File: src/ipf_defines.svh
// Constants for the interrupt priority field block
`ifndef IPF_DEFINES_SVH
`define IPF_DEFINES_SVH

`define IPF_ADDR_W        4
`define IPF_DATA_W        16
`define IPF_NSRC          22
`define IPF_NSLOT         24
`define IPF_LVL_W         3
`define IPF_SRC_W         5
`define IPF_HI_W          6
`define IPF_LO_W          16
`define IPF_FIELD_PITCH   4
`define IPF_SLOTS_PER_REG 4
`define IPF_RST_LEVEL     3'h4
`define IPF_LEVEL_OFF     3'h0
`define IPF_LEVEL_MAX     3'h7
`define IPF_LEVEL_MIN     3'h1
`define IPF_SLOT_IMPL     24'hFFFB7F
`define IPF_OFS_PRIO2     4'h2
`define IPF_OFS_PRIO3     4'h3
`define IPF_OFS_PRIO4     4'h4
`define IPF_OFS_PRIO5     4'h5
`define IPF_OFS_PRIO6     4'h6
`define IPF_OFS_PRIO7     4'h7
`define IPF_OFS_STAT_LO   4'h8
`define IPF_OFS_STAT_HI   4'h9
`define IPF_OFS_CLR_LO    4'hA
`define IPF_OFS_CLR_HI    4'hB
`define IPF_OFS_EN_LO     4'hC
`define IPF_OFS_EN_HI     4'hD
`define IPF_FLD_HI        14
`define IPF_FLD_MID_HI    10
`define IPF_FLD_MID_LO    6
`define IPF_FLD_LO        2

`endif

File: src/ipf_pkg.sv
// Types for the interrupt priority field block
`include "ipf_defines.svh"

package ipf_pkg;

  typedef enum logic [`IPF_SRC_W-1:0] {
    SRC_TIMER3 = 5'h00, SRC_SPI1_ERROR = 5'h01, SRC_SPI1_EVENT = 5'h02, SRC_UART1_RECEIVE = 5'h03,
    SRC_UART1_TRANSMIT = 5'h04, SRC_ADC1_DONE = 5'h05, SRC_DMA1_DONE = 5'h06, SRC_I2C1_SLAVE = 5'h07,
    SRC_I2C1_MASTER = 5'h08, SRC_CHANGE_NOTIFY = 5'h09, SRC_EXT_IRQ1 = 5'h0A, SRC_ADC2_DONE = 5'h0B,
    SRC_CAPTURE7 = 5'h0C, SRC_CAPTURE8 = 5'h0D, SRC_DMA2_DONE = 5'h0E, SRC_COMPARE3 = 5'h0F,
    SRC_COMPARE4 = 5'h10, SRC_TIMER4 = 5'h11, SRC_TIMER5 = 5'h12, SRC_EXT_IRQ2 = 5'h13,
    SRC_UART2_RECEIVE = 5'h14, SRC_UART2_TRANSMIT = 5'h15
  } ipf_src_t;

  typedef logic [`IPF_NSRC-1:0][`IPF_LVL_W-1:0] ipf_levels_t;

  typedef struct packed {
    logic                  valid;
    logic [`IPF_SRC_W-1:0] src;
    logic [`IPF_LVL_W-1:0] level;
  } ipf_grant_t;

  typedef struct packed {
    logic [`IPF_NSLOT-1:0][`IPF_LVL_W-1:0] prio;
    logic [`IPF_NSRC-1:0]                  flag;
    logic [`IPF_NSRC-1:0]                  enab;
    logic [`IPF_DATA_W-1:0]                rdata;
    ipf_grant_t                            grant;
  } ipf_state_t;

endpackage

File: src/ipf_priority_fields.sv
// Interrupt priority field registers, request flags, enables and priority arbitration
// Summary of operation
// - Each source has a 3-bit level; code 111 is level 7, the highest.
// - Code 001 is level 1, lowest active; codes between rank in binary order.
// - Level 000 disables its source; it never raises the request output.
// - Bits without a priority field, including 15, 11, 7 and 3, read zero.
// - Reset loads every implemented field with 100, level 4.
// - Every implemented field is read/write and reads back the last written value.
// - Register 2: uart1 receive 14-12, spi1 event 10-8, spi1 error 6-4, timer3 2-0.
// - Register 3: 15-11 unused, dma1 done 10-8, adc1 done 6-4, uart1 transmit 2-0.
// - Register 4: change notify 14-12, 11-7 unused, i2c1 master 6-4, slave 2-0.
// - Register 5: capture8 14-12, capture7 10-8, adc2 done 6-4, ext irq1 2-0.
// - Register 6: timer4 14-12, compare4 10-8, compare3 6-4, dma2 done 2-0.
// - Register 7: uart2 transmit 14-12, uart2 receive 10-8, ext irq2 6-4, timer5 2-0.
// - A source raises a request only while its enable bit is one.
`timescale 1ns/1ps
`include "ipf_defines.svh"

module ipf_priority_fields (
  input  wire logic                       clk_sys,
  input  wire logic                       nrst,
  input  wire logic                       ce,
  input  wire logic [`IPF_ADDR_W-1:0]     addr,
  input  wire logic [`IPF_DATA_W-1:0]     wdata,
  input  wire logic                       wrStb,
  input  wire logic                       rdStb,
  output logic      [`IPF_DATA_W-1:0]     rdata,
  input  wire logic [`IPF_NSRC-1:0]       srcEvent,
  output ipf_pkg::ipf_levels_t            srcLevel,
  output ipf_pkg::ipf_grant_t             grant,
  output logic                            irqOut
);

  // Source index to slot: slots 7 and 10 are the two unused field positions
  function automatic int srcSlot(input int i);
    if (i < 7) begin
      return i;
    end else if (i < 9) begin
      return i + 1;
    end else begin
      return i + 2;
    end
  endfunction

  function automatic logic [`IPF_ADDR_W-1:0] slotReg(input int s);
    return `IPF_OFS_PRIO2 + `IPF_ADDR_W'(s / `IPF_SLOTS_PER_REG);
  endfunction

  function automatic int slotPos(input int s);
    return (s % `IPF_SLOTS_PER_REG) * `IPF_FIELD_PITCH;
  endfunction

  function automatic ipf_pkg::ipf_state_t resetState();
    ipf_pkg::ipf_state_t r;
    r = '0;
    for (int s = 0; s < `IPF_NSLOT; s++) begin
      logic [`IPF_NSLOT-1:0] impl;
      impl = `IPF_SLOT_IMPL;
      r.prio[s] = impl[s] ? `IPF_RST_LEVEL : `IPF_LEVEL_OFF;
    end
    return r;
  endfunction

  // Register read mux; unused field bits and gaps stay zero
  function automatic logic [`IPF_DATA_W-1:0] readMux(input ipf_pkg::ipf_state_t st,
                                                     input logic [`IPF_ADDR_W-1:0] a);
    logic [`IPF_DATA_W-1:0] d;
    logic [`IPF_NSLOT-1:0]  impl;
    d = '0;
    impl = `IPF_SLOT_IMPL;
    for (int s = 0; s < `IPF_NSLOT; s++) begin
      if (impl[s] && a == slotReg(s)) begin
        d[slotPos(s) +: `IPF_LVL_W] = st.prio[s];
      end
    end
    case (a)
      `IPF_OFS_STAT_LO: d = st.flag[`IPF_LO_W-1:0];
      `IPF_OFS_STAT_HI: d = {{(`IPF_DATA_W-`IPF_HI_W){1'b0}}, st.flag[`IPF_NSRC-1:`IPF_LO_W]};
      `IPF_OFS_EN_LO:   d = st.enab[`IPF_LO_W-1:0];
      `IPF_OFS_EN_HI:   d = {{(`IPF_DATA_W-`IPF_HI_W){1'b0}}, st.enab[`IPF_NSRC-1:`IPF_LO_W]};
      default:          d = d;
    endcase
    return d;
  endfunction

  localparam ipf_pkg::ipf_state_t RST_STATE = resetState();

  ipf_pkg::ipf_state_t state_q;
  ipf_pkg::ipf_state_t state_d;

  logic [`IPF_NSRC-1:0] pending;
  logic [`IPF_NSRC-1:0] clrVec;
  logic [`IPF_NSRC-1:0] enNext;

  genvar gi;
  generate
    for (gi = 0; gi < `IPF_NSRC; gi++) begin : g_src
      assign srcLevel[gi] = state_q.prio[srcSlot(gi)];
      // A zero level masks the source as firmly as a clear enable bit
      assign pending[gi]  = state_q.flag[gi] && state_q.enab[gi] &&
                            (state_q.prio[srcSlot(gi)] != `IPF_LEVEL_OFF);
    end
  endgenerate

  always_comb begin
    clrVec = '0;
    enNext = state_q.enab;
    if (wrStb) begin
      case (addr)
        `IPF_OFS_CLR_LO: clrVec[`IPF_LO_W-1:0] = wdata;
        `IPF_OFS_CLR_HI: clrVec[`IPF_NSRC-1:`IPF_LO_W] = wdata[`IPF_HI_W-1:0];
        `IPF_OFS_EN_LO:  enNext[`IPF_LO_W-1:0] = wdata;
        `IPF_OFS_EN_HI:  enNext[`IPF_NSRC-1:`IPF_LO_W] = wdata[`IPF_HI_W-1:0];
        default: begin
          clrVec = '0;
        end
      endcase
    end
  end

  always_comb begin
    logic [`IPF_NSLOT-1:0] impl;
    logic [`IPF_LVL_W-1:0] best;
    impl = `IPF_SLOT_IMPL;
    best = `IPF_LEVEL_OFF;
    state_d = state_q;
    if (ce) begin
      // Read data stand for exactly the cycle after the strobe
      state_d.rdata = rdStb ? readMux(state_q, addr) : '0;
      for (int s = 0; s < `IPF_NSLOT; s++) begin
        if (wrStb && impl[s] && addr == slotReg(s)) begin
          state_d.prio[s] = wdata[slotPos(s) +: `IPF_LVL_W];
        end
      end
      state_d.enab = enNext;
      // New event beats a simultaneous clear so no request is lost
      state_d.flag = (state_q.flag & ~clrVec) | srcEvent;
      state_d.grant = '0;
      // Strict compare: on equal levels the lower source index wins
      for (int i = 0; i < `IPF_NSRC; i++) begin
        if (pending[i] && srcLevel[i] > best) begin
          best = srcLevel[i];
          state_d.grant.valid = 1'b1;
          state_d.grant.src   = `IPF_SRC_W'(i);
          state_d.grant.level = srcLevel[i];
        end
      end
    end
  end

  always_ff @(posedge clk_sys or negedge nrst) begin
    if (!nrst) begin
      state_q <= RST_STATE;
    end else begin
      state_q <= state_d;
    end
  end

  assign rdata  = state_q.rdata;
  assign grant  = state_q.grant;
  assign irqOut = |pending;

  // Checks

  reset_level_a: assert property (
    @(posedge clk_sys)
    (nrst && !$past(nrst)) |-> (srcLevel == {`IPF_NSRC{`IPF_RST_LEVEL}}))
    else $error("priority level not 4 after reset");

  gap_bits_zero_a: assert property (
    @(posedge clk_sys) disable iff (!nrst)
    ($past(ce && rdStb) && $past(addr) >= `IPF_OFS_PRIO2 && $past(addr) <= `IPF_OFS_PRIO7)
    |-> (rdata[15] == 1'b0 && rdata[11] == 1'b0 && rdata[7] == 1'b0 && rdata[3] == 1'b0))
    else $error("unimplemented priority bit reads one");

  write_readback_a: assert property (
    @(posedge clk_sys) disable iff (!nrst)
    (ce && wrStb && addr == `IPF_OFS_PRIO2)
    ##1 (ce && rdStb && addr == `IPF_OFS_PRIO2)
    |=> (rdata == ($past(wdata, 2) & 16'h7777)))
    else $error("priority register 2 read back differs");

  unused_drop_a: assert property (
    @(posedge clk_sys) disable iff (!nrst)
    (ce && wrStb && addr == `IPF_OFS_PRIO4)
    ##1 (ce && rdStb && addr == `IPF_OFS_PRIO4)
    |=> (rdata[11:7] == 5'h00 && rdata[14:12] == $past(wdata[14:12], 2)))
    else $error("write reached unused bits of register 4");

  zero_never_a: assert property (
    @(posedge clk_sys) disable iff (!nrst)
    grant.valid |-> (grant.level != `IPF_LEVEL_OFF))
    else $error("disabled source granted");

  enable_gate_a: assert property (
    @(posedge clk_sys) disable iff (!nrst)
    ($past(ce) && grant.valid)
    |-> ((($past(state_q.enab & state_q.flag) >> grant.src) & `IPF_NSRC'(1)) != '0))
    else $error("grant to source without enable");

  top_level_a: assert property (
    @(posedge clk_sys) disable iff (!nrst)
    (ce && pending[ipf_pkg::SRC_TIMER3] && srcLevel[ipf_pkg::SRC_TIMER3] == `IPF_LEVEL_MAX)
    |=> (grant.valid && grant.level == `IPF_LEVEL_MAX && grant.src == ipf_pkg::SRC_TIMER3))
    else $error("level 7 at lowest index not granted");

  rank_order_a: assert property (
    @(posedge clk_sys) disable iff (!nrst)
    (ce && pending[ipf_pkg::SRC_TIMER3] && pending[ipf_pkg::SRC_UART2_TRANSMIT] &&
     srcLevel[ipf_pkg::SRC_UART2_TRANSMIT] > srcLevel[ipf_pkg::SRC_TIMER3])
    |=> (grant.src != ipf_pkg::SRC_TIMER3))
    else $error("lower level won arbitration");

  min_level_a: assert property (
    @(posedge clk_sys) disable iff (!nrst)
    (ce && wrStb && addr == `IPF_OFS_PRIO2 && wdata[2:0] == `IPF_LEVEL_MIN)
    |=> (srcLevel[ipf_pkg::SRC_TIMER3] == `IPF_LEVEL_MIN))
    else $error("code 001 did not give level 1");

  event_wins_a: assert property (
    @(posedge clk_sys) disable iff (!nrst)
    (ce && srcEvent != '0) |=> ((state_q.flag & $past(srcEvent)) == $past(srcEvent)))
    else $error("event lost against clear");

  irq_level_a: assert property (
    @(posedge clk_sys) disable iff (!nrst)
    irqOut |-> ((state_q.flag & state_q.enab) != '0))
    else $error("interrupt raised with no enabled flag");

  reg2_place_a: assert property (
    @(posedge clk_sys) disable iff (!nrst)
    (ce && wrStb && addr == `IPF_OFS_PRIO2)
    |=> (srcLevel[ipf_pkg::SRC_UART1_RECEIVE] == $past(wdata[`IPF_FLD_HI -: 3]) &&
         srcLevel[ipf_pkg::SRC_SPI1_ERROR] == $past(wdata[`IPF_FLD_MID_LO -: 3])))
    else $error("register 2 field placement wrong");

  reg3_place_a: assert property (
    @(posedge clk_sys) disable iff (!nrst)
    (ce && wrStb && addr == `IPF_OFS_PRIO3)
    |=> (srcLevel[ipf_pkg::SRC_DMA1_DONE] == $past(wdata[`IPF_FLD_MID_HI -: 3]) &&
         srcLevel[ipf_pkg::SRC_UART1_TRANSMIT] == $past(wdata[`IPF_FLD_LO -: 3])))
    else $error("register 3 field placement wrong");

  reg4_place_a: assert property (
    @(posedge clk_sys) disable iff (!nrst)
    (ce && wrStb && addr == `IPF_OFS_PRIO4)
    |=> (srcLevel[ipf_pkg::SRC_CHANGE_NOTIFY] == $past(wdata[`IPF_FLD_HI -: 3]) &&
         srcLevel[ipf_pkg::SRC_I2C1_MASTER] == $past(wdata[`IPF_FLD_MID_LO -: 3])))
    else $error("register 4 field placement wrong");

  reg5_place_a: assert property (
    @(posedge clk_sys) disable iff (!nrst)
    (ce && wrStb && addr == `IPF_OFS_PRIO5)
    |=> (srcLevel[ipf_pkg::SRC_CAPTURE8] == $past(wdata[`IPF_FLD_HI -: 3]) &&
         srcLevel[ipf_pkg::SRC_EXT_IRQ1] == $past(wdata[`IPF_FLD_LO -: 3])))
    else $error("register 5 field placement wrong");

  reg6_place_a: assert property (
    @(posedge clk_sys) disable iff (!nrst)
    (ce && wrStb && addr == `IPF_OFS_PRIO6)
    |=> (srcLevel[ipf_pkg::SRC_TIMER4] == $past(wdata[`IPF_FLD_HI -: 3]) &&
         srcLevel[ipf_pkg::SRC_COMPARE3] == $past(wdata[`IPF_FLD_MID_LO -: 3])))
    else $error("register 6 field placement wrong");

  reg7_place_a: assert property (
    @(posedge clk_sys) disable iff (!nrst)
    (ce && wrStb && addr == `IPF_OFS_PRIO7)
    |=> (srcLevel[ipf_pkg::SRC_UART2_TRANSMIT] == $past(wdata[`IPF_FLD_HI -: 3]) &&
         srcLevel[ipf_pkg::SRC_UART2_RECEIVE] == $past(wdata[`IPF_FLD_MID_HI -: 3])))
    else $error("register 7 field placement wrong");

  max_code_a: assert property (
    @(posedge clk_sys) disable iff (!nrst)
    (ce && wrStb && addr == `IPF_OFS_PRIO7 && wdata[2:0] == `IPF_LEVEL_MAX)
    |=> (srcLevel[ipf_pkg::SRC_TIMER5] == `IPF_LEVEL_MAX))
    else $error("code 111 did not give level 7");

  zero_masks_a: assert property (
    @(posedge clk_sys) disable iff (!nrst)
    (ce && srcLevel[ipf_pkg::SRC_TIMER3] == `IPF_LEVEL_OFF)
    |=> !(grant.valid && grant.src == ipf_pkg::SRC_TIMER3))
    else $error("source at level 0 granted");

  grant_idle_a: assert property (
    @(posedge clk_sys) disable iff (!nrst)
    (ce && pending == '0) |=> !grant.valid)
    else $error("grant with nothing pending");

  irq_rises_a: assert property (
    @(posedge clk_sys) disable iff (!nrst)
    (state_q.flag[ipf_pkg::SRC_TIMER3] && state_q.enab[ipf_pkg::SRC_TIMER3] &&
     srcLevel[ipf_pkg::SRC_TIMER3] != `IPF_LEVEL_OFF) |-> irqOut)
    else $error("enabled pending source gave no interrupt");

  enable_write_a: assert property (
    @(posedge clk_sys) disable iff (!nrst)
    (ce && wrStb && addr == `IPF_OFS_EN_HI)
    |=> (state_q.enab[`IPF_NSRC-1:`IPF_LO_W] == $past(wdata[`IPF_HI_W-1:0])))
    else $error("enable write did not land");

  enable_read_a: assert property (
    @(posedge clk_sys) disable iff (!nrst)
    (ce && rdStb && addr == `IPF_OFS_EN_LO)
    |=> (rdata == $past(state_q.enab[`IPF_LO_W-1:0])))
    else $error("enable read back differs");

  // Clear only matters when no event for the same bit arrives alongside it
  clear_drop_a: assert property (
    @(posedge clk_sys) disable iff (!nrst)
    (ce && wrStb && addr == `IPF_OFS_CLR_LO && wdata[0] && !srcEvent[ipf_pkg::SRC_TIMER3])
    |=> !state_q.flag[ipf_pkg::SRC_TIMER3])
    else $error("clear did not drop flag");

  status_read_a: assert property (
    @(posedge clk_sys) disable iff (!nrst)
    (ce && rdStb && addr == `IPF_OFS_STAT_LO)
    |=> (rdata == $past(state_q.flag[`IPF_LO_W-1:0])))
    else $error("status read differs from flags");

  status_pad_a: assert property (
    @(posedge clk_sys) disable iff (!nrst)
    (ce && rdStb && addr == `IPF_OFS_STAT_HI)
    |=> (rdata[`IPF_DATA_W-1:`IPF_HI_W] == '0))
    else $error("status high register pad bits set");

  clear_reads_zero_a: assert property (
    @(posedge clk_sys) disable iff (!nrst)
    (ce && rdStb && (addr == `IPF_OFS_CLR_LO || addr == `IPF_OFS_CLR_HI))
    |=> (rdata == '0))
    else $error("clear register read not zero");

  // Read data must not linger, or software polling would see stale values
  read_gap_zero_a: assert property (
    @(posedge clk_sys) disable iff (!nrst)
    ($past(ce) && !$past(rdStb)) |-> (rdata == '0))
    else $error("read data stands beyond one cycle");

  freeze_hold_a: assert property (
    @(posedge clk_sys) disable iff (!nrst)
    !ce |=> (state_q == $past(state_q)))
    else $error("state moved while clock enable low");

  field_width_a: assert property (
    @(posedge clk_sys) disable iff (!nrst)
    (ce && wrStb && addr == `IPF_OFS_PRIO5)
    |=> (srcLevel[ipf_pkg::SRC_CAPTURE7] == $past(wdata[`IPF_FLD_MID_HI -: 3]) &&
         srcLevel[ipf_pkg::SRC_ADC2_DONE] == $past(wdata[`IPF_FLD_MID_LO -: 3])))
    else $error("register 5 middle fields wrong");

endmodule // ipf_priority_fields

File: config.mk
export PLATFORM = sky130hd
export DESIGN_NAME = ipf_priority_fields
export DESIGN_NICKNAME = d
export VERILOG_FILES = /design/src/ipf_pkg.sv /design/src/ipf_priority_fields.sv
export VERILOG_INCLUDE_DIRS = /design/src
export SDC_FILE = /design/constraint.sdc
export NUM_CORES = 1
export LEC_CHECK = 0
export CORE_MARGIN = 2
export CORE_UTILIZATION = 45
export CTS_CLUSTER_SIZE = 16
export DETAILED_ROUTE_END_ITERATION = 8
export DONT_BUFFER_PORTS = 1
export GPL_TIMING_DRIVEN = 0
export SLEW_MARGIN = 20
export SYNTH_ARGS = -nofsm -noshare
export SYNTH_HDL_FRONTEND = slang
export SYNTH_SLANG_ARGS = --single-unit
File: constraint.sdc
create_clock -name clk_sys -period 30.6 [get_ports clk_sys]
set_clock_uncertainty 0.2 [all_clocks]
set_input_delay 6.12 -clock clk_sys [delete_from_list [all_inputs] [get_ports clk_sys]]
set_output_delay 6.12 -clock clk_sys [all_outputs]
set_load 0.01 [all_outputs]
---- Word-level counts from Yosys, hierarchy flattened ----
Cells that the tools add are included.
storage, ports and cells
  bits in registers ....................... 135
  bits in latches ......................... 0
  memory bits (writable) .................. 0
  bits in read-only memories .............. 0
  logic and storage cells ................. 260
  memories ................................ 0
cells by class
  add/subtract/negate cells ............... 0
  $mul .................................... 0
  divide/modulo/power cells ............... 0
  $lt $le $gt $ge ......................... 22
  eq/ne operators ......................... 12
  shift-type cells ........................ 0
  muxes and demuxes ....................... 91
  bitwise logic cells ..................... 3
  reduce and logical (&&, ||, !) cells .... 103
operators by type and width
  kind                count
  $mux 9              22
  $mux 3              64
  $logic_and 1x1->1   72
  $reduce_bool 3->1   22
  $pmux 16 s4         1
  $gt 3x3->1          21
  $mux 16             2
  $eq 4x4->1 const B  6
  $and 22x22->22      1
  $mux 22             1
  $not 22->22         1
  $or 22x22->22       1
  $reduce_or 22->1    1
  $eq 4x3->1 const B  4
  $reduce_and 2->1    6
  $eq 4x2->1 const B  2
  $mux 6              1
  $reduce_and 3->1    2
  $gt 3x1->1 const B  1

---- Depth between registers and ports, before layout ----
Gate-level depths: netlist (run 1).
  depth in word-level cells ............... 88
  gate-level depth with buffers ........... 153

---- Least setup slack after synthesis (run 1) ----
Ideal clock, no wire load.
  path type ............................... reg2reg
  start point ............................. register state_q (netlist bit srcLevel[2])
  end point ............................... register state_q (netlist bit grant[6])
  setup time .............................. 0.122 ns
  arrival ................................. 27.693 ns
  data required time ...................... 30.278 ns
  slack ................................... 2.585 ns
  stages on the path, launching flop included .. 145
  path buffers ............................ 1
  clock period less this slack ............ 28.015 ns
  cell sequence ........................... dfstp_2 -> and3_1 -> inv_1 -> ha_1 -> and3_1 -> a211o_1 -> buf_6 -> mux2i_1 -> inv_1 -> ha_1 -> nor2_1 -> maj3_1 -> o211ai_1 -> nor3b_1 -> ha_1 -> nor2_1 -> o2111ai_1 -> a31oi_1 -> [109 not listed] -> nor2_1 -> o31ai_1 -> a22oi_2 -> a31oi_4 -> mux2_1 -> a21oi_2 -> inv_1 -> ha_1 -> inv_1 -> a21o_1 -> a21oi_1 -> a311oi_1 -> mux2_2 -> ha_1 -> a311oi_1 -> nand2b_1 -> nor2_1 -> a32o_1
on the way
  longest elaborated chain between the ends .. 88
RTL lines
  item                                                RTL line                    RTL
  start, declared                                     ipf_priority_fields.sv:88   ipf_pkg::ipf_state_t state_q;
  start signal, assigned                              ipf_priority_fields.sv:155  state_q <= state_d;
  branches (longest 3 deep; another with $gt 3x1->1)  --
  $mux 3 (*)                                          ipf_priority_fields.sv:141  if (pending[i] && srcLevel[i] > best) begin
  $mux 3 (*)                                          ipf_priority_fields.sv:127  if (ce) begin
  $gt 3x3->1                                          ipf_priority_fields.sv:141
  $logic_and 1x1->1                                   ipf_priority_fields.sv:141
  $mux 3                                              ipf_priority_fields.sv:141
  $mux 3                                              ipf_priority_fields.sv:127
  $gt 3x3->1                                          ipf_priority_fields.sv:141
  [70 not listed]                                     --
  $mux 3                                              ipf_priority_fields.sv:127
  $gt 3x3->1                                          ipf_priority_fields.sv:141
  $logic_and 1x1->1                                   ipf_priority_fields.sv:141
  $mux 3                                              ipf_priority_fields.sv:141
  $mux 3                                              ipf_priority_fields.sv:127
  $gt 3x3->1                                          ipf_priority_fields.sv:141
  $logic_and 1x1->1                                   ipf_priority_fields.sv:141
  $mux 9 (*)                                          ipf_priority_fields.sv:141
Mark *: on every way between the ends. The select of a mux whose other input is x is not followed.
A chain may end at the register's enable or synchronous reset.

---- Worst setup path after layout (run 1) ----
Ends and elaborated chain as after synthesis.

==> results of run 1 <==
==> Yosys cell counts, drive strengths merged (10+ instances only) <==
cell type / count / area share, %
dfrtp: 113 / 27
nand2: 109 / 4.0
buf: 103 / 7.2
nor2: 90 / 3.4
mux2: 84 / 9.2
o21ai: 75 / 3.9
a21oi: 65 / 3.3
inv: 50 / 1.8
nand3: 35 / 1.7
clkbuf: 34 / 1.2
a22o: 28 / 2.4
ha: 27 / 3.3
dfstp: 22 / 5.6
a21o: 15 / 1.2
and3: 15 / 0.91
nor3: 15 / 0.78
o311ai: 15 / 1.4
mux2i: 14 / 1.5
o31ai: 14 / 1.1
a31oi: 13 / 0.93
and2: 13 / 0.79
nor2b: 10 / 0.61
o211ai: 10 / 0.82
==> power by group through the flow <==
stage | sequential, µW | combinational [µW] | clock (µW)
after detailed placement | 272 | 573 | 0
after global routing | 276 | 718 | 219
after global placement | 271 | 562 | 0
after CTS | 269 | 590 | 211
after floorplan | 245 | 448 | 0
final | 272 | 660 | 209
==> layer usage <==
metal  part of all wire (%)  vias to the layer above  wire, µm  global-route usage [%]
met5                      0                        -         0                       0
li1                       -                     4283         -                       -
met4                    3.7                        0      1410                    12.5
met2                     46                      485     17800                    49.1
met3                    8.1                       91      3110                    6.55
met1                     42                     4826     16200                    43.3
==> final timing paths <==
check	slack, ps	to	cells past startpoint	from
min in group asynchronous	5190	srcLevel[60]	0	nrst
worst max register to register	1520	grant[6]	148	srcLevel[2]
worst min-delay path	300	rdata[11]	1	rdata[11]
worst max-delay path	1520	grant[6]	148	srcLevel[2]
max in group asynchronous	24670	srcLevel[11]	0	nrst
worst min register to register	300	rdata[11]	1	rdata[11]
==> layout make-up <==
cell class,count,area share (%)
multi-input cells,822,52.4
flip-flops and latches,135,29.1
plain buffers,137,7.41
clock buffers,22,4.05
well taps,285,3.05
inverters,51,1.64
repair buffers,20,1.26
clock inverters,10,1.02
diodes,1,0.0214
==> through the flow <==
stage / utilization, % / hold slack, ps / setup slack [ps] / power (µW)
floorplan: - / 256 / 2590 / 692
finish: 51.8 / 296 / 1520 / 1140
detailed placement: 47.3 / 278 / -1230 / 844
CTS: 50.3 / 295 / 1.17 / 1070
global route: 51.8 / 319 / -269 / 1210
global placement: 47.3 / 274 / -1450 / 834
==> registers in the layout, summed over array words and instances, names as in the netlist <==
signal and count:
grant 9, rdata 16, srcLevel 66, state_q 44
==> layout by cell type, fill, tap and decap left out, drive strengths merged, types with 13 or more instances in the layout <==
cell / count
inv: 52
nor3: 15
dfrtp: 113
nor2: 90
mux2: 84
o311ai: 15
nand2: 109
dfstp: 22
a21oi: 65
clkbuf: 56
a22o: 28
mux2i: 14
a31oi: 13
o31ai: 14
buf: 123
and2: 13
ha: 27
nand3: 35
and3: 15
a21o: 15
o21ai: 75
==> critical path, delay by kind of cell, from the launching register on <==
kind / cells / cell delay (ps)
multiplexers: 6 / 2010
AND/OR/NAND/NOR: 40 / 5990
buffers and inverters: 9 / 860
AO/OA/AOI/OAI: 69 / 12290
flip-flops: 1 / 580
adder cells (fa/ha/maj): 24 / 7050
==> cells by family after synthesis <==
group | share of synthesized area, %
simple gates | 15.4
fa+ha+maj | 3.69
mux | 12.0
compound gates | 25.7
flops | 33.0
buf+inv | 10.3
==> timing repair <==
item,CTS,global route
pin swaps,1,18
hold buffers,0,0
gates resized for setup,8,54
buffers inserted,2,17
setup endpoints to repair,9,9
==> results.py, run 1 <==
metrics = {
    "pwr": {
        "power_frac_comb_pct": 57.8,
        "p_seq_share_pct": 23.8,
        "intPower_uw": 622,
        "leakage_uw": 0.00495,
        "p_clk_share_pct": 18.3,
        "powerDensity_nw_per_um2": 97.6,
        "p_sw_share_pct": 45.6,
        "peakVddDrop_mv": 0.0607,
        "switchingPower_uw": 520,
    },
    "logic_synthesis": {
        "yosysWarnings": 0,
        "syn_nets": 1219,
        "async_flop_share_pct": 100,
        "synth_cells": 1145,
        "syn_area_um2": 10300,
        "synth-seq-cells": 135,
        "ys.flop_type": "dfrtp_1",
        "syn_area_per_cell_um2": 9.01,
        "synth_seq_area_share_pct": 33.0,
        "yosysUniqueCellTypes": 98,
        "synth_edf_count": 0,
    },
    "clock_tree": {
        "cts-root-buf": "clkbuf_16",
        "cts_num_sinks": 135,
        "htree_levels": 4,
        "clockBufferDepth": 2,
        "cts.clk_slew.worst_paths_ps": 60,
        "cts-buffers-inserted": 17,
        "insertion_delay_ps": 430,
        "cts_tree": "done",
    },
    "sta": {
        "worst_slew_pin_slew_ps": 999,
        "final_hold_viol_count": 0,
        "fin_crit_sh_pct": 95.0,
        "fmax_ghz": 0.0344,
        "max_slew_margin_pct": 33.4,
        "setup_viol": 0,
        "setup_tns_ps": 0,
        "maxSlewViolCount": 0,
        "period_minus_slack_ps": 29080,
    },
    "route": {
        "finalWirelength_um": 38600,
        "detail-route-antenna-nets": 0,
        "vias": 9685,
        "drtPass1Iterations": 6,
        "drtIter0Drc": 931,
        "vias_per_cell": 6.53,
        "wl_per_cell_um": 26.0,
        "remaining_drc_errors": 0,
    },
    "floorplan": {
        "die_area_um2": 24100,
        "pin_count": 139,
        "die_y_um": 155,
        "start_util_pct": 45.7,
        "num_rows": 55,
        "core_um2": 22600,
        "die_w_um": 155,
    },
    "setup_path": {
        "slowest_delay_ps": 580,
        "crit_type": "reg -> reg",
        "cp_max_fo": 8,
        "worst_path_most_repeated_cell": "ha_1",
        "required_ps": 30720,
        "critPathLaunchType": "flop",
        "endpoint_kind": "flop",
        "crit_arrival_ps": 29200,
        "critPathSlowestCell": "dfstp_2",
    },
    "grt": {
        "grt_max_degree": 136,
        "grt_pass1_wl_um": 56800,
        "gr-total-overflow": 0,
        "antenna_found_initial": 0,
        "grt.total_usage_pct": 31.6,
        "first_global_vias": 8904,
    },
    "cells_and_area": {
        "final_nets": 1258,
        "area_delta_synth_final_pct": 13.4,
        "regArea_um2": 3410,
        "fillers": 2151,
        "finalNonFillerCells": 1483,
        "drive_gt1_share_pct": 27.9,
        "final_area_um2": 11700,
        "multi_input_area_um2": 6130,
    },
    "place": {
        "post_dp_cell_area_um2": 10700,
        "port_buffers": 0,
        "gp_congestion": 0.973,
        "hpwl_um": 28200,
        "dp.cells": 1431,
    },
    "outcome": {
        "status": "finished, final reports clean",
    },
    "worst_hold_path": {
        "min_path_type": "reg -> reg",
    },
    "flow_run": {
        "drv_cap": 0,
    },
}
No activity file was read; power rests on OpenSTA's default activity.
==> run 2: changes to the inputs <==
--- a/config.mk
+++ b/config.mk
@@ -6,6 +6,7 @@
 export SDC_FILE = /design/constraint.sdc
 export NUM_CORES = 1
 export LEC_CHECK = 0
+export CORE_ASPECT_RATIO = 0.5
 export CORE_MARGIN = 2
 export CORE_UTILIZATION = 45
 export CTS_CLUSTER_SIZE = 16
==> results.py, run 2 (synthesized netlist as in run 1, its figures left out) <==
metrics = {
    "setup_path": {
        "crit_arrival_ps": 29260,
        "cp_max_fo": 8,
        "critPathLaunchType": "flop",
        "crit_type": "reg -> reg",
        "slowest_delay_ps": 580,
        "critPathSlowestCell": "dfstp_2",
        "required_ps": 30760,
        "endpoint_kind": "flop",
        "worst_path_most_repeated_cell": "ha_1",
    },
    "sta": {
        "fin_crit_sh_pct": 95.1,
        "worst_slew_pin_slew_ps": 1120,
        "max_slew_margin_pct": 24.7,
        "setup_viol": 0,
        "fmax_ghz": 0.0344,
        "setup_ws_ps": 1500,
        "period_minus_slack_ps": 29100,
        "maxSlewViolCount": 0,
        "whs_ps": 293,
        "final_hold_viol_count": 0,
    },
    "route": {
        "drtPass1Iterations": 8,
        "drtIter0Drc": 1100,
        "remaining_drc_errors": 0,
        "vias_per_cell": 6.45,
        "finalWirelength_um": 41200,
        "detail-route-antenna-nets": 0,
        "wl_per_cell_um": 27.2,
        "vias": 9740,
    },
    "pwr": {
        "peakVddDrop_mv": 0.0748,
        "leakage_uw": 0.00498,
        "powerDensity_nw_per_um2": 102,
    },
    "grt": {
        "gr-total-overflow": 0,
        "antenna_found_initial": 3,
        "grt.total_usage_pct": 34.5,
        "first_global_vias": 9141,
        "grt_max_degree": 136,
        "grt_pass1_wl_um": 60700,
    },
    "clock_tree": {
        "cts_num_sinks": 135,
        "insertion_delay_ps": 460,
        "htree_levels": 4,
        "cts-buffers-inserted": 17,
        "cts-hold-fix-buffers": 0,
        "cts.clk_slew.worst_paths_ps": 60,
        "cts_tree": "done",
        "cts-root-buf": "clkbuf_16",
        "clockBufferDepth": 2,
    },
    "cells_and_area": {
        "largest_reg_flops": 66,
        "final_area_um2": 11800,
        "final_nets": 1265,
        "layout_commonest_cell": "buf_4",
        "drive_gt1_share_pct": 28.4,
        "fillers": 2148,
        "multi_input_area_um2": 6120,
        "most-common-layout-cells": "119 x buf_4, 112 x dfrtp_1, 109 x nand2_1, 82 x mux2_2, 78 x nor2_1",
        "area_delta_synth_final_pct": 14.2,
        "regArea_um2": 3410,
    },
    "floorplan": {
        "num_rows": 39,
        "core_um2": 22600,
        "die_y_um": 111,
        "die_w_um": 218,
        "start_util_pct": 45.6,
        "pin_count": 139,
        "die_area_um2": 24200,
    },
    "place": {
        "preCtsSetupSlack_ps": -1400,
        "port_buffers": 0,
        "gp_congestion": 0.968,
        "hpwl_um": 30900,
        "post_dp_cell_area_um2": 10700,
    },
    "outcome": {
        "status": "finished, final reports clean",
    },
    "worst_hold_path": {
        "min_path_type": "reg -> reg",
    },
    "flow_run": {
        "drv_cap": 0,
    },
}
run 2: changes by cell type in the layout (fill, tap and decap cells not counted), sizes merged:
cell	delta
inv	+3
clkinvlp	+1
clkinv	-2
bufinv	+1
buf	+7
clkbuf	-4
run 2: power breakdown:
part	switching [µW]	leakage, µW	internal [µW]	total (µW)
clock	87.7	0.000280	129	216
combinational	401	0.00313	304	705
sequential	59.8	0.00157	215	275
run 2: area by class of cell:
type                            count  share of cell area [%]
Timing Repair Buffer               27                    1.72
Sequential cell                   135                    28.9
Clock buffer                       18                    3.65
Tap cell                          307                    3.26
Buffer                            137                    7.36
Clock inverter                     13                    1.43
Inverter                           51                    1.63
Antenna cell                        1                  0.0213
Multi-Input combinational cell    822                    52.0
run 2: what timing repair did:
action	4_1_cts	5_1_grt
pin swaps	3	16
buffers inserted	4	22
gates resized for setup	15	46
endpoints found under the setup margin	9	9
run 2: worst paths after layout:
path	start	endpoint	slack [ps]	cells past startpoint
worst max-delay path	srcLevel[2]	grant[0]	1500	152
worst min-delay path	rdata[15]	rdata[15]	290	1
worst max register to register	srcLevel[2]	grant[0]	1500	152
worst min register to register	rdata[15]	rdata[15]	290	1
max in group asynchronous	nrst	srcLevel[38]	24720	0
min in group asynchronous	nrst	grant[2]	5160	0
run 2: critical path: cells and delay by family, from the launching register on:
family          cells  cell delay [ps]
flops               1              580
fa+ha+maj          24             6770
buf+inv            11             1160
mux                 6             1840
compound gates     72            12560
simple gates       39             5810
run 2: stage by stage:
step,utilization (%),setup TNS (ps),power (µW),std cells
floorplan,-,0,692,1145
CTS,50.5,0,1100,1488
global route,52.0,-1610,1270,1510
finish,52.0,0,1200,1511
global placement,47.2,-11580,843,1452
detailed placement,47.3,-11130,858,1453
run 2: per-layer routing:
| layer | global-route usage, % | routed length [µm] | vias up |
|---|---|---|---|
| li1 | - | - | 4300 |
| met1 | 52.0 | 19000 | 4880 |
| met2 | 46.1 | 16400 | 478 |
| met3 | 10.0 | 4440 | 76 |
| met4 | 12.0 | 1230 | 6 |
| met5 | 0 | 44 | - |
